### src/shared/pca_pwm_pkg.sv
// constants for the counter array pwm configuration block
package pca_pwm_pkg;
  // register addresses on the sfr bus
  localparam logic [7:0] ADDR_PWM_CFG   = 8'hf7;
  localparam logic [7:0] ADDR_CLR_CTRL  = 8'h9c;
  localparam logic [7:0] ADDR_MODE0     = 8'hda;
  localparam logic [7:0] ADDR_MODE1     = 8'hdb;
  localparam logic [7:0] ADDR_MODE2     = 8'hdc;
  localparam logic [7:0] ADDR_CNT_LO    = 8'hf9;
  localparam logic [7:0] ADDR_CNT_HI    = 8'hfa;
  localparam logic [7:0] ADDR_CMP_LO0   = 8'hfb;
  localparam logic [7:0] ADDR_CMP_HI0   = 8'hfc;
  localparam logic [7:0] ADDR_CMP_LO1   = 8'he9;
  localparam logic [7:0] ADDR_CMP_HI1   = 8'hea;
  localparam logic [7:0] ADDR_CMP_LO2   = 8'heb;
  localparam logic [7:0] ADDR_CMP_HI2   = 8'hec;
  // pwm configuration fields
  localparam int BIT_RELOAD_SEL  = 7;
  localparam int BIT_COV_IRQ_EN  = 6;
  localparam int BIT_COV_FLAG    = 5;
  // comparator clear fields
  localparam int BIT_CLR_POL     = 7;
  // mode register fields
  localparam int BIT_WIDE_PWM    = 7;
  localparam int BIT_TOGGLE      = 2;
  localparam int BIT_PWM_EN      = 1;
  // reset values
  localparam logic [7:0] RST_PWM_CFG  = 8'h00;
  localparam logic [7:0] RST_CLR_CTRL = 8'h00;
  localparam logic [7:0] RST_MODE     = 8'h00;
  localparam logic [15:0] RST_WORD    = 16'h0000;
  // writable bit masks, reserved bits read zero; cycle length select codes
  localparam logic [7:0] MASK_PWM_CFG  = 8'he7;
  localparam logic [7:0] MASK_CLR_CTRL = 8'h87;
  localparam logic [2:0] CYCLE_LENGTH_SELECT_8BIT    = 3'h0;
  localparam logic [2:0] CYCLE_LENGTH_SELECT_11BIT   = 3'h3;
endpackage

### src/rtl/counter_array_pwm_config.sv
// pwm configuration, cycle overflow and comparator clear for a three channel counter array
// Function
// reload access select steers compare addresses to compare or reload values
// reload values set the compare value used in 9 to 11 bit pwm
// reload values do nothing outside 9 to 11 bit pwm
// overflow irq enable gates the overflow flag onto the shared interrupt
// overflow flag sets on counter overflow at selected bit 8 to 11
// overflow flag set by hardware or software write 1, cleared only by software
// length select 000..011 gives 8..11 bits, 100..111 reserved
// cycle length applies to every non 16 bit pwm channel
// 16 bit pwm channels ignore the shared cycle length
// software writes reserved bits with their reset value
// clear polarity picks falling (0) or rising (1) comparator edge
// three enable bits allow comparator clear on channels 0, 1, 2
// each channel has an 8 bit mode register, reset to zero
// per channel wide select picks 16 bit or shared length pwm
// pwm enable drives pwm on the pin; with toggle, frequency output
// main counter is 16 bits, read and written as two bytes
// reload value copies into compare value at each cycle overflow; the code copies only on 9 to 11 bit pwm channels
// qualifying comparator edge holds enabled outputs low until next cycle
`timescale 1ns/1ns
`default_nettype none
module counter_array_pwm_config #(
  parameter int CHANNELS = 3
) (
  input  wire logic                clk_sys,
  input  wire logic                rst_n,
  input  wire logic [7:0]          sfrAddr,
  input  wire logic [7:0]          sfrWdata,
  input  wire logic                sfrWrite,
  input  wire logic                sfrRead,
  output logic      [7:0]          sfrRdata,
  input  wire logic                counterTick,
  input  wire logic                comparatorIn,
  output logic      [CHANNELS-1:0] channelOut,
  output logic                     counterArrayIrq
);
  ////////////////////////////////////////////////////////////////////////////
  logic [7:0]  pwmCfg;
  logic [7:0]  clrCtrl;
  logic [7:0]  mode [CHANNELS];
  logic [15:0] compareValue [CHANNELS];
  logic [15:0] reloadValue [CHANNELS];
  logic [15:0] mainCounter;
  logic [CHANNELS-1:0] clearHold;
  logic        cmpSync1;
  logic        cmpSync2;
  logic        cmpPrev;
  logic [15:0] next_counter;
  logic        cycleWrap;
  logic        cmpEdge;
  logic [10:0] cycleMask;

  function automatic logic [7:0] cmpLoAddr(input int ch);
    case (ch)
      0:       return pca_pwm_pkg::ADDR_CMP_LO0;
      1:       return pca_pwm_pkg::ADDR_CMP_LO1;
      default: return pca_pwm_pkg::ADDR_CMP_LO2;
    endcase
  endfunction

  function automatic logic [7:0] cmpHiAddr(input int ch);
    case (ch)
      0:       return pca_pwm_pkg::ADDR_CMP_HI0;
      1:       return pca_pwm_pkg::ADDR_CMP_HI1;
      default: return pca_pwm_pkg::ADDR_CMP_HI2;
    endcase
  endfunction

  function automatic logic [7:0] modeAddr(input int ch);
    case (ch)
      0:       return pca_pwm_pkg::ADDR_MODE0;
      1:       return pca_pwm_pkg::ADDR_MODE1;
      default: return pca_pwm_pkg::ADDR_MODE2;
    endcase
  endfunction

  ////////////////////////////////////////////////////////////////////////////
  // cycle length and wrap detect
  always_comb begin
    unique case (pwmCfg[2:0])
      3'h1:    cycleMask = 11'h1ff;
      3'h2:    cycleMask = 11'h3ff;
      3'h3:    cycleMask = 11'h7ff;
      default: cycleMask = 11'h0ff;
    endcase
  end

  assign next_counter = mainCounter + 16'h0001;
  // overflow out of the selected bit: all lower bits of the cycle were ones
  assign cycleWrap = counterTick && ((mainCounter[10:0] & cycleMask) == cycleMask);

  ////////////////////////////////////////////////////////////////////////////
  // comparator input synchroniser and edge
  always_ff @(posedge clk_sys) begin
    if (!rst_n) begin
      cmpSync1 <= 1'b0;
      cmpSync2 <= 1'b0;
      cmpPrev  <= 1'b0;
    end else begin
      cmpSync1 <= comparatorIn;
      cmpSync2 <= cmpSync1;
      cmpPrev  <= cmpSync2;
    end
  end

  assign cmpEdge = clrCtrl[pca_pwm_pkg::BIT_CLR_POL] ? (cmpSync2 && !cmpPrev)
                                                     : (!cmpSync2 && cmpPrev);

  ////////////////////////////////////////////////////////////////////////////
  // main counter
  always_ff @(posedge clk_sys) begin
    if (!rst_n) begin
      mainCounter <= pca_pwm_pkg::RST_WORD;
    end else if (sfrWrite && sfrAddr == pca_pwm_pkg::ADDR_CNT_LO) begin
      mainCounter[7:0] <= sfrWdata;
    end else if (sfrWrite && sfrAddr == pca_pwm_pkg::ADDR_CNT_HI) begin
      mainCounter[15:8] <= sfrWdata;
    end else if (counterTick) begin
      mainCounter <= next_counter;
    end
  end

  ////////////////////////////////////////////////////////////////////////////
  // configuration registers
  always_ff @(posedge clk_sys) begin
    if (!rst_n) begin
      pwmCfg <= pca_pwm_pkg::RST_PWM_CFG;
    end else begin
      if (sfrWrite && sfrAddr == pca_pwm_pkg::ADDR_PWM_CFG) begin
        pwmCfg <= sfrWdata & pca_pwm_pkg::MASK_PWM_CFG;
      end
      // hardware set wins over a software clear
      if (cycleWrap) begin
        pwmCfg[pca_pwm_pkg::BIT_COV_FLAG] <= 1'b1;
      end
    end
  end

  always_ff @(posedge clk_sys) begin
    if (!rst_n) begin
      clrCtrl <= pca_pwm_pkg::RST_CLR_CTRL;
    end else if (sfrWrite && sfrAddr == pca_pwm_pkg::ADDR_CLR_CTRL) begin
      clrCtrl <= sfrWdata & pca_pwm_pkg::MASK_CLR_CTRL;
    end
  end

  ////////////////////////////////////////////////////////////////////////////
  // per channel mode, compare, reload and output
  for (genvar ch = 0; ch < CHANNELS; ch++) begin : g_ch
    logic wide;
    logic pwmOn;
    logic shortPwm;
    logic wrapHere;
    logic [15:0] cntView;
    logic [15:0] cmpView;
    assign wide     = mode[ch][pca_pwm_pkg::BIT_WIDE_PWM];
    assign pwmOn    = mode[ch][pca_pwm_pkg::BIT_PWM_EN] && !mode[ch][pca_pwm_pkg::BIT_TOGGLE];
    assign shortPwm = pwmOn && !wide;
    // 16 bit channels use the full counter, others the shared length
    assign wrapHere = wide ? (counterTick && mainCounter == 16'hffff) : cycleWrap;
    assign cntView  = wide ? mainCounter : {5'h00, mainCounter[10:0] & cycleMask};
    assign cmpView  = wide ? compareValue[ch] : {5'h00, compareValue[ch][10:0] & cycleMask};

    always_ff @(posedge clk_sys) begin
      if (!rst_n) begin
        mode[ch] <= pca_pwm_pkg::RST_MODE;
      end else if (sfrWrite && sfrAddr == modeAddr(ch)) begin
        mode[ch] <= sfrWdata;
      end
    end

    always_ff @(posedge clk_sys) begin
      if (!rst_n) begin
        compareValue[ch] <= pca_pwm_pkg::RST_WORD;
        reloadValue[ch]  <= pca_pwm_pkg::RST_WORD;
      end else begin
        if (sfrWrite && sfrAddr == cmpLoAddr(ch)) begin
          if (pwmCfg[pca_pwm_pkg::BIT_RELOAD_SEL]) begin
            reloadValue[ch][7:0] <= sfrWdata;
          end else begin
            compareValue[ch][7:0] <= sfrWdata;
          end
        end else if (sfrWrite && sfrAddr == cmpHiAddr(ch)) begin
          if (pwmCfg[pca_pwm_pkg::BIT_RELOAD_SEL]) begin
            reloadValue[ch][15:8] <= sfrWdata;
          end else begin
            compareValue[ch][15:8] <= sfrWdata;
          end
        end else if (shortPwm && cycleWrap && pwmCfg[2:0] != pca_pwm_pkg::CYCLE_LENGTH_SELECT_8BIT
                     && pwmCfg[2] == 1'b0) begin
          compareValue[ch] <= reloadValue[ch];
        end
      end
    end

    always_ff @(posedge clk_sys) begin
      if (!rst_n) begin
        clearHold[ch] <= 1'b0;
      end else if (cmpEdge && clrCtrl[ch]) begin
        clearHold[ch] <= 1'b1;
      end else if (wrapHere) begin
        clearHold[ch] <= 1'b0;
      end
    end

    always_ff @(posedge clk_sys) begin
      if (!rst_n) begin
        channelOut[ch] <= 1'b0;
      end else if (mode[ch][pca_pwm_pkg::BIT_PWM_EN] && mode[ch][pca_pwm_pkg::BIT_TOGGLE]) begin
        if (counterTick && mainCounter == compareValue[ch]) begin
          channelOut[ch] <= !channelOut[ch];
        end
      end else if (pwmOn) begin
        channelOut[ch] <= !(clearHold[ch] || (cmpEdge && clrCtrl[ch]))
                          && (cntView < cmpView);
      end else begin
        channelOut[ch] <= 1'b0;
      end
    end
  end

  ////////////////////////////////////////////////////////////////////////////
  // interrupt and read data
  always_ff @(posedge clk_sys) begin
    if (!rst_n) begin
      counterArrayIrq <= 1'b0;
    end else begin
      counterArrayIrq <= pwmCfg[pca_pwm_pkg::BIT_COV_IRQ_EN]
                         && pwmCfg[pca_pwm_pkg::BIT_COV_FLAG];
    end
  end

  always_ff @(posedge clk_sys) begin
    if (!rst_n) begin
      sfrRdata <= 8'h00;
    end else if (sfrRead) begin
      sfrRdata <= 8'h00;
      if (sfrAddr == pca_pwm_pkg::ADDR_PWM_CFG) sfrRdata <= pwmCfg;
      if (sfrAddr == pca_pwm_pkg::ADDR_CLR_CTRL) sfrRdata <= clrCtrl;
      if (sfrAddr == pca_pwm_pkg::ADDR_CNT_LO) sfrRdata <= mainCounter[7:0];
      if (sfrAddr == pca_pwm_pkg::ADDR_CNT_HI) sfrRdata <= mainCounter[15:8];
      for (int ch = 0; ch < CHANNELS; ch++) begin
        if (sfrAddr == modeAddr(ch)) sfrRdata <= mode[ch];
        if (sfrAddr == cmpLoAddr(ch)) begin
          sfrRdata <= pwmCfg[pca_pwm_pkg::BIT_RELOAD_SEL] ? reloadValue[ch][7:0]
                                                          : compareValue[ch][7:0];
        end
        if (sfrAddr == cmpHiAddr(ch)) begin
          sfrRdata <= pwmCfg[pca_pwm_pkg::BIT_RELOAD_SEL] ? reloadValue[ch][15:8]
                                                          : compareValue[ch][15:8];
        end
      end
    end
  end
endmodule
`default_nettype wire

### config.mk
export PLATFORM = sky130hd
export DESIGN_NAME = counter_array_pwm_config
export DESIGN_NICKNAME = d
export VERILOG_FILES = /design/src/shared/pca_pwm_pkg.sv /design/src/rtl/counter_array_pwm_config.sv
export SDC_FILE = /design/constraint.sdc
export NUM_CORES = 1
export LEC_CHECK = 0
export BUFFER_PORTS_ARGS = -buffer_cell sky130_fd_sc_hd__buf_4
export CAP_MARGIN = 20
export CORE_MARGIN = 2
export CORE_UTILIZATION = 40
export CTS_BUF_LIST = sky130_fd_sc_hd__clkbuf_8
export CTS_CLUSTER_SIZE = 16
export DETAILED_ROUTE_END_ITERATION = 6
export GPL_ROUTABILITY_DRIVEN = 0
export PLACE_DENSITY = 0.61
export SLEW_MARGIN = 10
export SYNTH_ARGS = -nofsm -noshare
export SYNTH_HDL_FRONTEND = slang
export SYNTH_SLANG_ARGS = --single-unit
### constraint.sdc
create_clock -name clk_sys -period 5.8 [get_ports clk_sys]
set_input_delay 0.29 -clock clk_sys [delete_from_list [all_inputs] [get_ports clk_sys]]
set_output_delay 0.29 -clock clk_sys [all_outputs]
set_load 0.005 [all_outputs]
==> run metrics, run 1 <==
status=finished clean; slowest stage delay, CP=0.73 ns; Synth cell types=70; final hold slack=0.0524 ns; Fin Clk Skew=about 0.016 ns; peak supply drop=around 0.00014 V; DR DRC count=0; Tcrit/Tclk final=0.591; global-route wire length before repair=between 40 and 50 mm; Worst Tran Pin Value=1.10 ns; Final Max Tran Viols=0; Die Height=164 µm; GR Util All Layers=0.249; post-synthesis register bit count=between 150 and 200; area leader, netlist=edfxtp_1; 1st-iter DRT viols=1133; share of cells above drive strength 1=0.0942; ys async rst share=0; std cell rows=58; IO Port Bufs=33; Initial Utilization=0.407; die width=164 µm; Pwr per Cell Area=~220 nW/µm²; final critical-path required period=3.43 ns; fin cells=1370; setup TNS=0 ns; number of diodes=0; final instance area=about 11000 µm²; Crit Path Class=reg2reg; dominant synthesized flop cell=edfxtp_1; total setup buffers inserted after CTS=0; wire per inst=24.0 µm; total of warnings raised by yosys=0; routed vias=8414; DP Worst Slack=2.40 ns; Max-Cap Viols=0; Synth top cells by count=edfxtp_1 (120), and2_1 (96), o21ai_0 (73); Lkg Pwr=around 4.0 nW; Max FO, Critical Path=17; Synth top area share=0.350; cells along the critical path=nand3_1, or2_4, or4_4, a2111oi_4, nor2b_1, o21ai_0; total power=2.48 mW; Top Family by Delay on Critical Path=simple AND/OR/NAND/NOR gates; # fillers=roughly 2400; drt pass-1 iters=5; sequential-to-total area share from yosys stat=0.436; post-DP HPWL=~23 mm; count leader, synth=edfxtp_1; vias in the first global route=7859; Final WS setup=roughly 2.4 ns; routed wire length=32.9 mm; Placed Cells=roughly 1300; Hold Path Class=in2reg; Worst setup EP type=register; CTS tree=yes; grt ovf=0; nets=1098; EDFF count, synth=120; area delta synth->final=8.11%; Synth Cell Area=10300 µm²; Post-Place Cell Area=10700 µm²; buffer and inverter count on the worst path=0; startpoint types=register; Worst slew margin=0.260; Clock Sinks=164; Avg Cell Area, Syn=between 9 and 10 µm²; syn_nets=1117; initial antenna violation count=0; CP max stage cell=a2111oi_4; clock tree buffer depth=2; Core Region=around 25000 µm²; multi-input logic area=5370 µm²; Finished Core Util=0.440; Worst-path clk slew=0.10 ns; worst endpoint required time=5.89 ns; final hold violations=0; FMAX=292 MHz; Seq. cell area=4490 µm²; number of vias per cell=between 6 and 7; post-synthesis instance total=~1000; number of routed nets with antenna violations=0; WP data arrival=3.52 ns; H-tree depth=4; Resize count post-CTS=0; largest net degree at the start of global routing=68; dominant cells by area after synthesis=edfxtp_1 (35%), dfxtp_1 (8.6%), ha_1 (6.0%), and2_1 (5.8%), mux2i_1 (4.5%); hold bufs inserted after CTS=0; IO Count=34; unrepaired setup endpoints after global routing=no; DIE AREA=27000 µm²; root buf cell=clkbuf_8; final setup vio count=0; CTS Buf Count=17; Worst-Skew Late Latency=0.47 ns
==> cell type report <==
| type | instances | area share |
|---|---|---|
| sequential | 164 | 0.403 |
| inverter | 32 | 0.0108 |
| clock inverter | 15 | 0.0178 |
| tap | 330 | 0.0371 |
| clock buffer | 17 | 0.0210 |
| multi-input combinational | 769 | 0.483 |
| timing repair buffer | 43 | 0.0274 |
==> power by group <==
part	leakage, nW	internal, mW	switching [mW]	total, mW
Sequential	1.54	1.30	0.0510	1.35
Clock	0.214	0.438	0.486	0.924
Combinational	2.24	0.0703	0.137	0.208
==> sequential cells by signal, indices dropped and copies added (netlist names) <==
name             cells
reloadValue         48
mode                24
cmpSync1             1
clrCtrl              4
mainCounter         16
pwmCfg               6
counterArrayIrq      1
channelOut           3
clearHold            3
sfrRdata             8
cmpSync2             1
cmpPrev              1
compareValue        48
==> cells in the final DEF, fill, tap and decap left out, types with 17 or more instances in the layout <==
master    instances
a21oi_1          52
a22o_1           46
and2_1           96
buf_4            36
clkbuf_8         17
dfxtp_1          43
edfxtp_1        120
ha_1             49
inv_1            33
mux2i_1          46
nand2_1          67
nand3_1          31
nand4_1          21
nor2_1           52
nor2b_1          24
o21ai_0          73
xnor2_1          29
==> cell families (layout without fill, tap and decap cells) <==
family / Yosys count / count (layout) / synth area share
buffers and inverters: 113 / 107 / 0.0445
XOR/XNOR: 34 / 34 / 0.0289
multiplexers: 47 / 47 / 0.0458
flip-flops: 164 / 164 / 0.436
AO/OA/AOI/OAI: 289 / 289 / 0.199
AND/OR/NAND/NOR: 350 / 350 / 0.186
adder cells (fa/ha/maj): 49 / 49 / 0.0596
==> routing by layer <==
layer | share of wire | track usage | vias up
met5 | 0 | 0 | -
li1 | - | - | 3860
met2 | 0.44 | 0.379 | 438
met1 | 0.43 | 0.344 | 4034
met4 | 0.049 | 0.127 | 0
met3 | 0.083 | 0.0377 | 82
==> path summary, 6_finish.rpt <==
path / cells past startpoint / to / start / slack, ns
max: 6 / compareValue[1][11] / mainCounter[8] / 2.37
min: 2 / cmpSync1 / comparatorIn / 0.05
min reg2reg: 1 / cmpSync2 / cmpSync1 / 0.47
max reg2reg: 6 / compareValue[1][11] / mainCounter[8] / 2.37
==> worst register-to-register path: stages (launching register included) <==
cell       delay (ns)
dfxtp_1          0.71
nand3_1          0.18
or2_4            0.27
or4_4            0.62
a2111oi_4        0.73
nor2b_1          0.13
o21ai_0          0.41
Note: power is estimated with default switching activity, not from simulation.
==> inputs of run 2 (changes only) <==
--- a/config.mk
+++ b/config.mk
@@ -5,6 +5,7 @@
 export SDC_FILE = /design/constraint.sdc
 export NUM_CORES = 1
 export LEC_CHECK = 0
+export ABC_AREA = 1
 export BUFFER_PORTS_ARGS = -buffer_cell sky130_fd_sc_hd__buf_4
 export CAP_MARGIN = 20
 export CORE_MARGIN = 2
@@ -13,7 +14,7 @@
 export CTS_CLUSTER_SIZE = 16
 export DETAILED_ROUTE_END_ITERATION = 6
 export GPL_ROUTABILITY_DRIVEN = 0
-export PLACE_DENSITY = 0.61
+export PLACE_DENSITY = 0.64
 export SLEW_MARGIN = 10
 export SYNTH_ARGS = -nofsm -noshare
 export SYNTH_HDL_FRONTEND = slang
==> constraint.sdc (replaced) <==
create_clock -name clk_sys -period 2.8 [get_ports clk_sys]
set_input_delay 0.14 -clock clk_sys [delete_from_list [all_inputs] [get_ports clk_sys]]
set_output_delay 0.14 -clock clk_sys [all_outputs]
set_load 0.005 [all_outputs]
==> run 2 against run 1 <==
Compared with the run above: the run now ends with design-rule violations left; sequential power up 100%; non-clock buffer count increased by 29; combinational power increased by 110%; clock skew up 0.0072 ns; sequential share of layout area decreased by 0.33 points; synthesized area decreased by 2.1%; final area increased by 0.83%; routed wire length increased by 5.8%; worst hold slack worse by 0.023 ns; critical path type unchanged; largest cell class unchanged; largest power group unchanged; highest routed layer unchanged.
==> run metrics, run 2 <==
buffer and inverter count on the worst path=1 (was 0); routed wire length=34.8 mm (was 32.9 mm); 1st-iter DRT viols=1545 (was 1133); total of warnings raised by yosys=0 (unchanged); Max-Cap Viols=0 (unchanged); Final Max Tran Viols=0 (unchanged); Pwr per Cell Area=440 nW/µm² (was 223 nW/µm²); post-synthesis register bit count=164 (unchanged); global-route wire length before repair=52.6 mm (was 49.1 mm); Lkg Pwr=4.74 nW (was 3.98 nW); share of cells above drive strength 1=0.101 (was 0.0942); dominant cells by area after synthesis=edfxtp_1 (36%), nand2_1 (10%), dfxtp_1 (8.7%), inv_1 (6.4%), ha_1 (6.1%) (was edfxtp_1 (35%), dfxtp_1 (8.6%), ha_1 (6.0%), and2_1 (5.8%), mux2i_1 (4.5%)); final hold slack=0.0296 ns (was 0.0524 ns); EDFF count, synth=120 (unchanged); syn_nets=1357 (was 1117); number of vias per cell=5.70 (was 6.14); Max FO, Critical Path=8 (was 17); std cell rows=58 (unchanged); peak supply drop=0.000272 V (was 0.000137 V); IO Count=34 (unchanged); Core Region=25000 µm² (was 25300 µm²); Synth top cells by count=nand2_1 (280), inv_1 (173), nor2_1 (143) (was edfxtp_1 (120), and2_1 (96), o21ai_0 (73)); number of diodes=0 (unchanged); total power=4.93 mW (was 2.48 mW); post-DP HPWL=26.4 mm (was 23.3 mm); number of routed nets with antenna violations=0 (unchanged); FMAX=392 MHz (was 292 MHz); Worst Tran Pin Value=0.796 ns (was 1.10 ns); Hold Path Class=in2reg (unchanged); worst endpoint required time=2.92 ns (was 5.89 ns); root buf cell=clkbuf_8 (unchanged); DIE AREA=26500 µm² (was 27000 µm²); initial antenna violation count=0 (unchanged); CTS tree=yes (unchanged); dominant synthesized flop cell=edfxtp_1 (unchanged); nets=1400 (was 1098); Synth cell types=44 (was 70); Avg Cell Area, Syn=7.83 µm² (was 9.84 µm²); failing checks=design-rule violations; IO Port Bufs=33 (unchanged); DR DRC count=27 (was 0); Clock Sinks=164 (unchanged); routed vias=9533 (was 8414); largest net degree at the start of global routing=39 (was 68); Die Height=163 µm (was 164 µm); Synth top area share=0.358 (was 0.350); final critical-path required period=2.55 ns (was 3.43 ns); drt pass-1 iters=7 (was 5); WP data arrival=2.67 ns (was 3.52 ns); final hold violations=0 (unchanged); area delta synth->final=11.4% (was 8.11%); slowest stage delay, CP=0.41 ns (was 0.73 ns); final setup vio count=0 (unchanged); total setup buffers inserted after CTS=0 (unchanged); Worst-Skew Late Latency=0.49 ns (was 0.47 ns); Tcrit/Tclk final=0.912 (was 0.591); Fin Clk Skew=0.0228 ns (was 0.0156 ns); H-tree depth=4 (unchanged); Worst slew margin=0.467 (was 0.260); ys async rst share=0 (unchanged); GR Util All Layers=0.268 (was 0.249); Top Family by Delay on Critical Path=simple AND/OR/NAND/NOR gates (unchanged); vias in the first global route=8898 (was 7859); startpoint types=register (unchanged); post-synthesis instance total=1286 (was 1046); most frequent cells in the layout=nand2_1 (279), inv_1 (173), nor2_1 (143), edfxtp_1 (120), o21ai_0 (115) (was edfxtp_1 (120), and2_1 (96), o21ai_0 (73), nand2_1 (67)); sequential-to-total area share from yosys stat=0.445 (was 0.436); area leader, netlist=edfxtp_1 (unchanged); top flop regs=compareValue (48), reloadValue (48), mode (24) (unchanged); CP max stage cell=o211ai_1 (was a2111oi_4); status=finished, violations left (was finished clean); Synth Cell Area=10100 µm² (was 10300 µm²); CTS Buf Count=17 (unchanged); unrepaired setup endpoints after global routing=no (unchanged); grt ovf=0 (unchanged); Initial Utilization=0.403 (was 0.407); die width=163 µm (was 164 µm); clock tree buffer depth=2 (unchanged); Worst setup EP type=register (unchanged); setup TNS=0 ns (unchanged); most common library cell in the layout ignoring fill and taps=nand2_1 (was edfxtp_1); Worst-path clk slew=0.11 ns (was 0.10 ns); cells along the critical path=ha_1, nand3_2, nor2_4, nand3_2, nor4_4, nand2_1, inv_1, nand2_1, o211ai_1 (was nand3_1, or2_4, or4_4, a2111oi_4, nor2b_1, o21ai_0); Crit Path Class=reg2reg (unchanged); count leader, synth=nand2_1 (was edfxtp_1); wire per inst=20.8 µm (was 24.0 µm)
[run 2: area by class of cell]
type,count,area (µm²)
Inverter,187,707
Sequential cell,164,4490
Tap cell,330,413
Clock inverter,15,160
Multi-Input combinational cell,887,4670
Fill cell,2530,13700
Timing Repair Buffer,72,546
Clock buffer,17,234
[run 2: worst paths after layout]
| check | slack (ns) | start | endpoint | cells after the start |
|---|---|---|---|---|
| setup reg to reg | 0.25 | mainCounter[0] | compareValue[0][3] | 9 |
| hold / removal | 0.03 | rst_n | cmpSync2 | 3 |
| hold reg to reg | 0.43 | cmpSync1 | cmpSync2 | 2 |
| setup / recovery | 0.25 | mainCounter[0] | compareValue[0][3] | 9 |
[run 2: tightest hold or removal path, delay by kind of cell]
family	cells	cell delay, ns
buffers and inverters	2	0.23
and+or+nand+nor	1	0.09
[run 2: repair_timing]
action                                  CTS  global route
resized for setup                         0             1
endpoints found under the hold margin     3             0
endpoints found under the setup margin    0             6
hold buffers                              2             0
[run 2: logic make-up after synthesis]
group                    share of synthesized area
AND/OR/NAND/NOR                              0.232
AO/OA/AOI/OAI                                0.148
buffers and inverters                       0.0912
flip-flops                                   0.445
adder cells (fa/ha/maj)                     0.0609
XOR/XNOR                                    0.0226
[run 2: power by group]
part / switching, mW / internal (mW) / leakage (nW)
registers: 0.0725 / 2.68 / 1.55
clock network: 1.08 / 0.673 / 0.198
logic: 0.305 / 0.123 / 2.99
[run 2: routing by layer]
metal  part of all wire  up-vias  global-route usage
li1                   -     4383                   -
met1               0.40     4378               0.358
met2               0.43      655               0.407
met3               0.12      117              0.0611
met4              0.052        0               0.136
met5                  0        -                   0
[run 2: stage by stage]
step / instances / utilization / instance area, µm² / worst slack [ns]
6_report: 1672 / 0.449 / 11200 / 0.247
5_1_grt: 1672 / 0.449 / 11200 / 0.0787
4_1_cts: 1672 / 0.449 / 11200 / 0.231
2_1_floorplan: 1286 / - / 10100 / 0.514
3_3_place_gp: 1638 / 0.433 / 10800 / 0.358
3_5_place_dp: 1638 / 0.433 / 10800 / 0.245
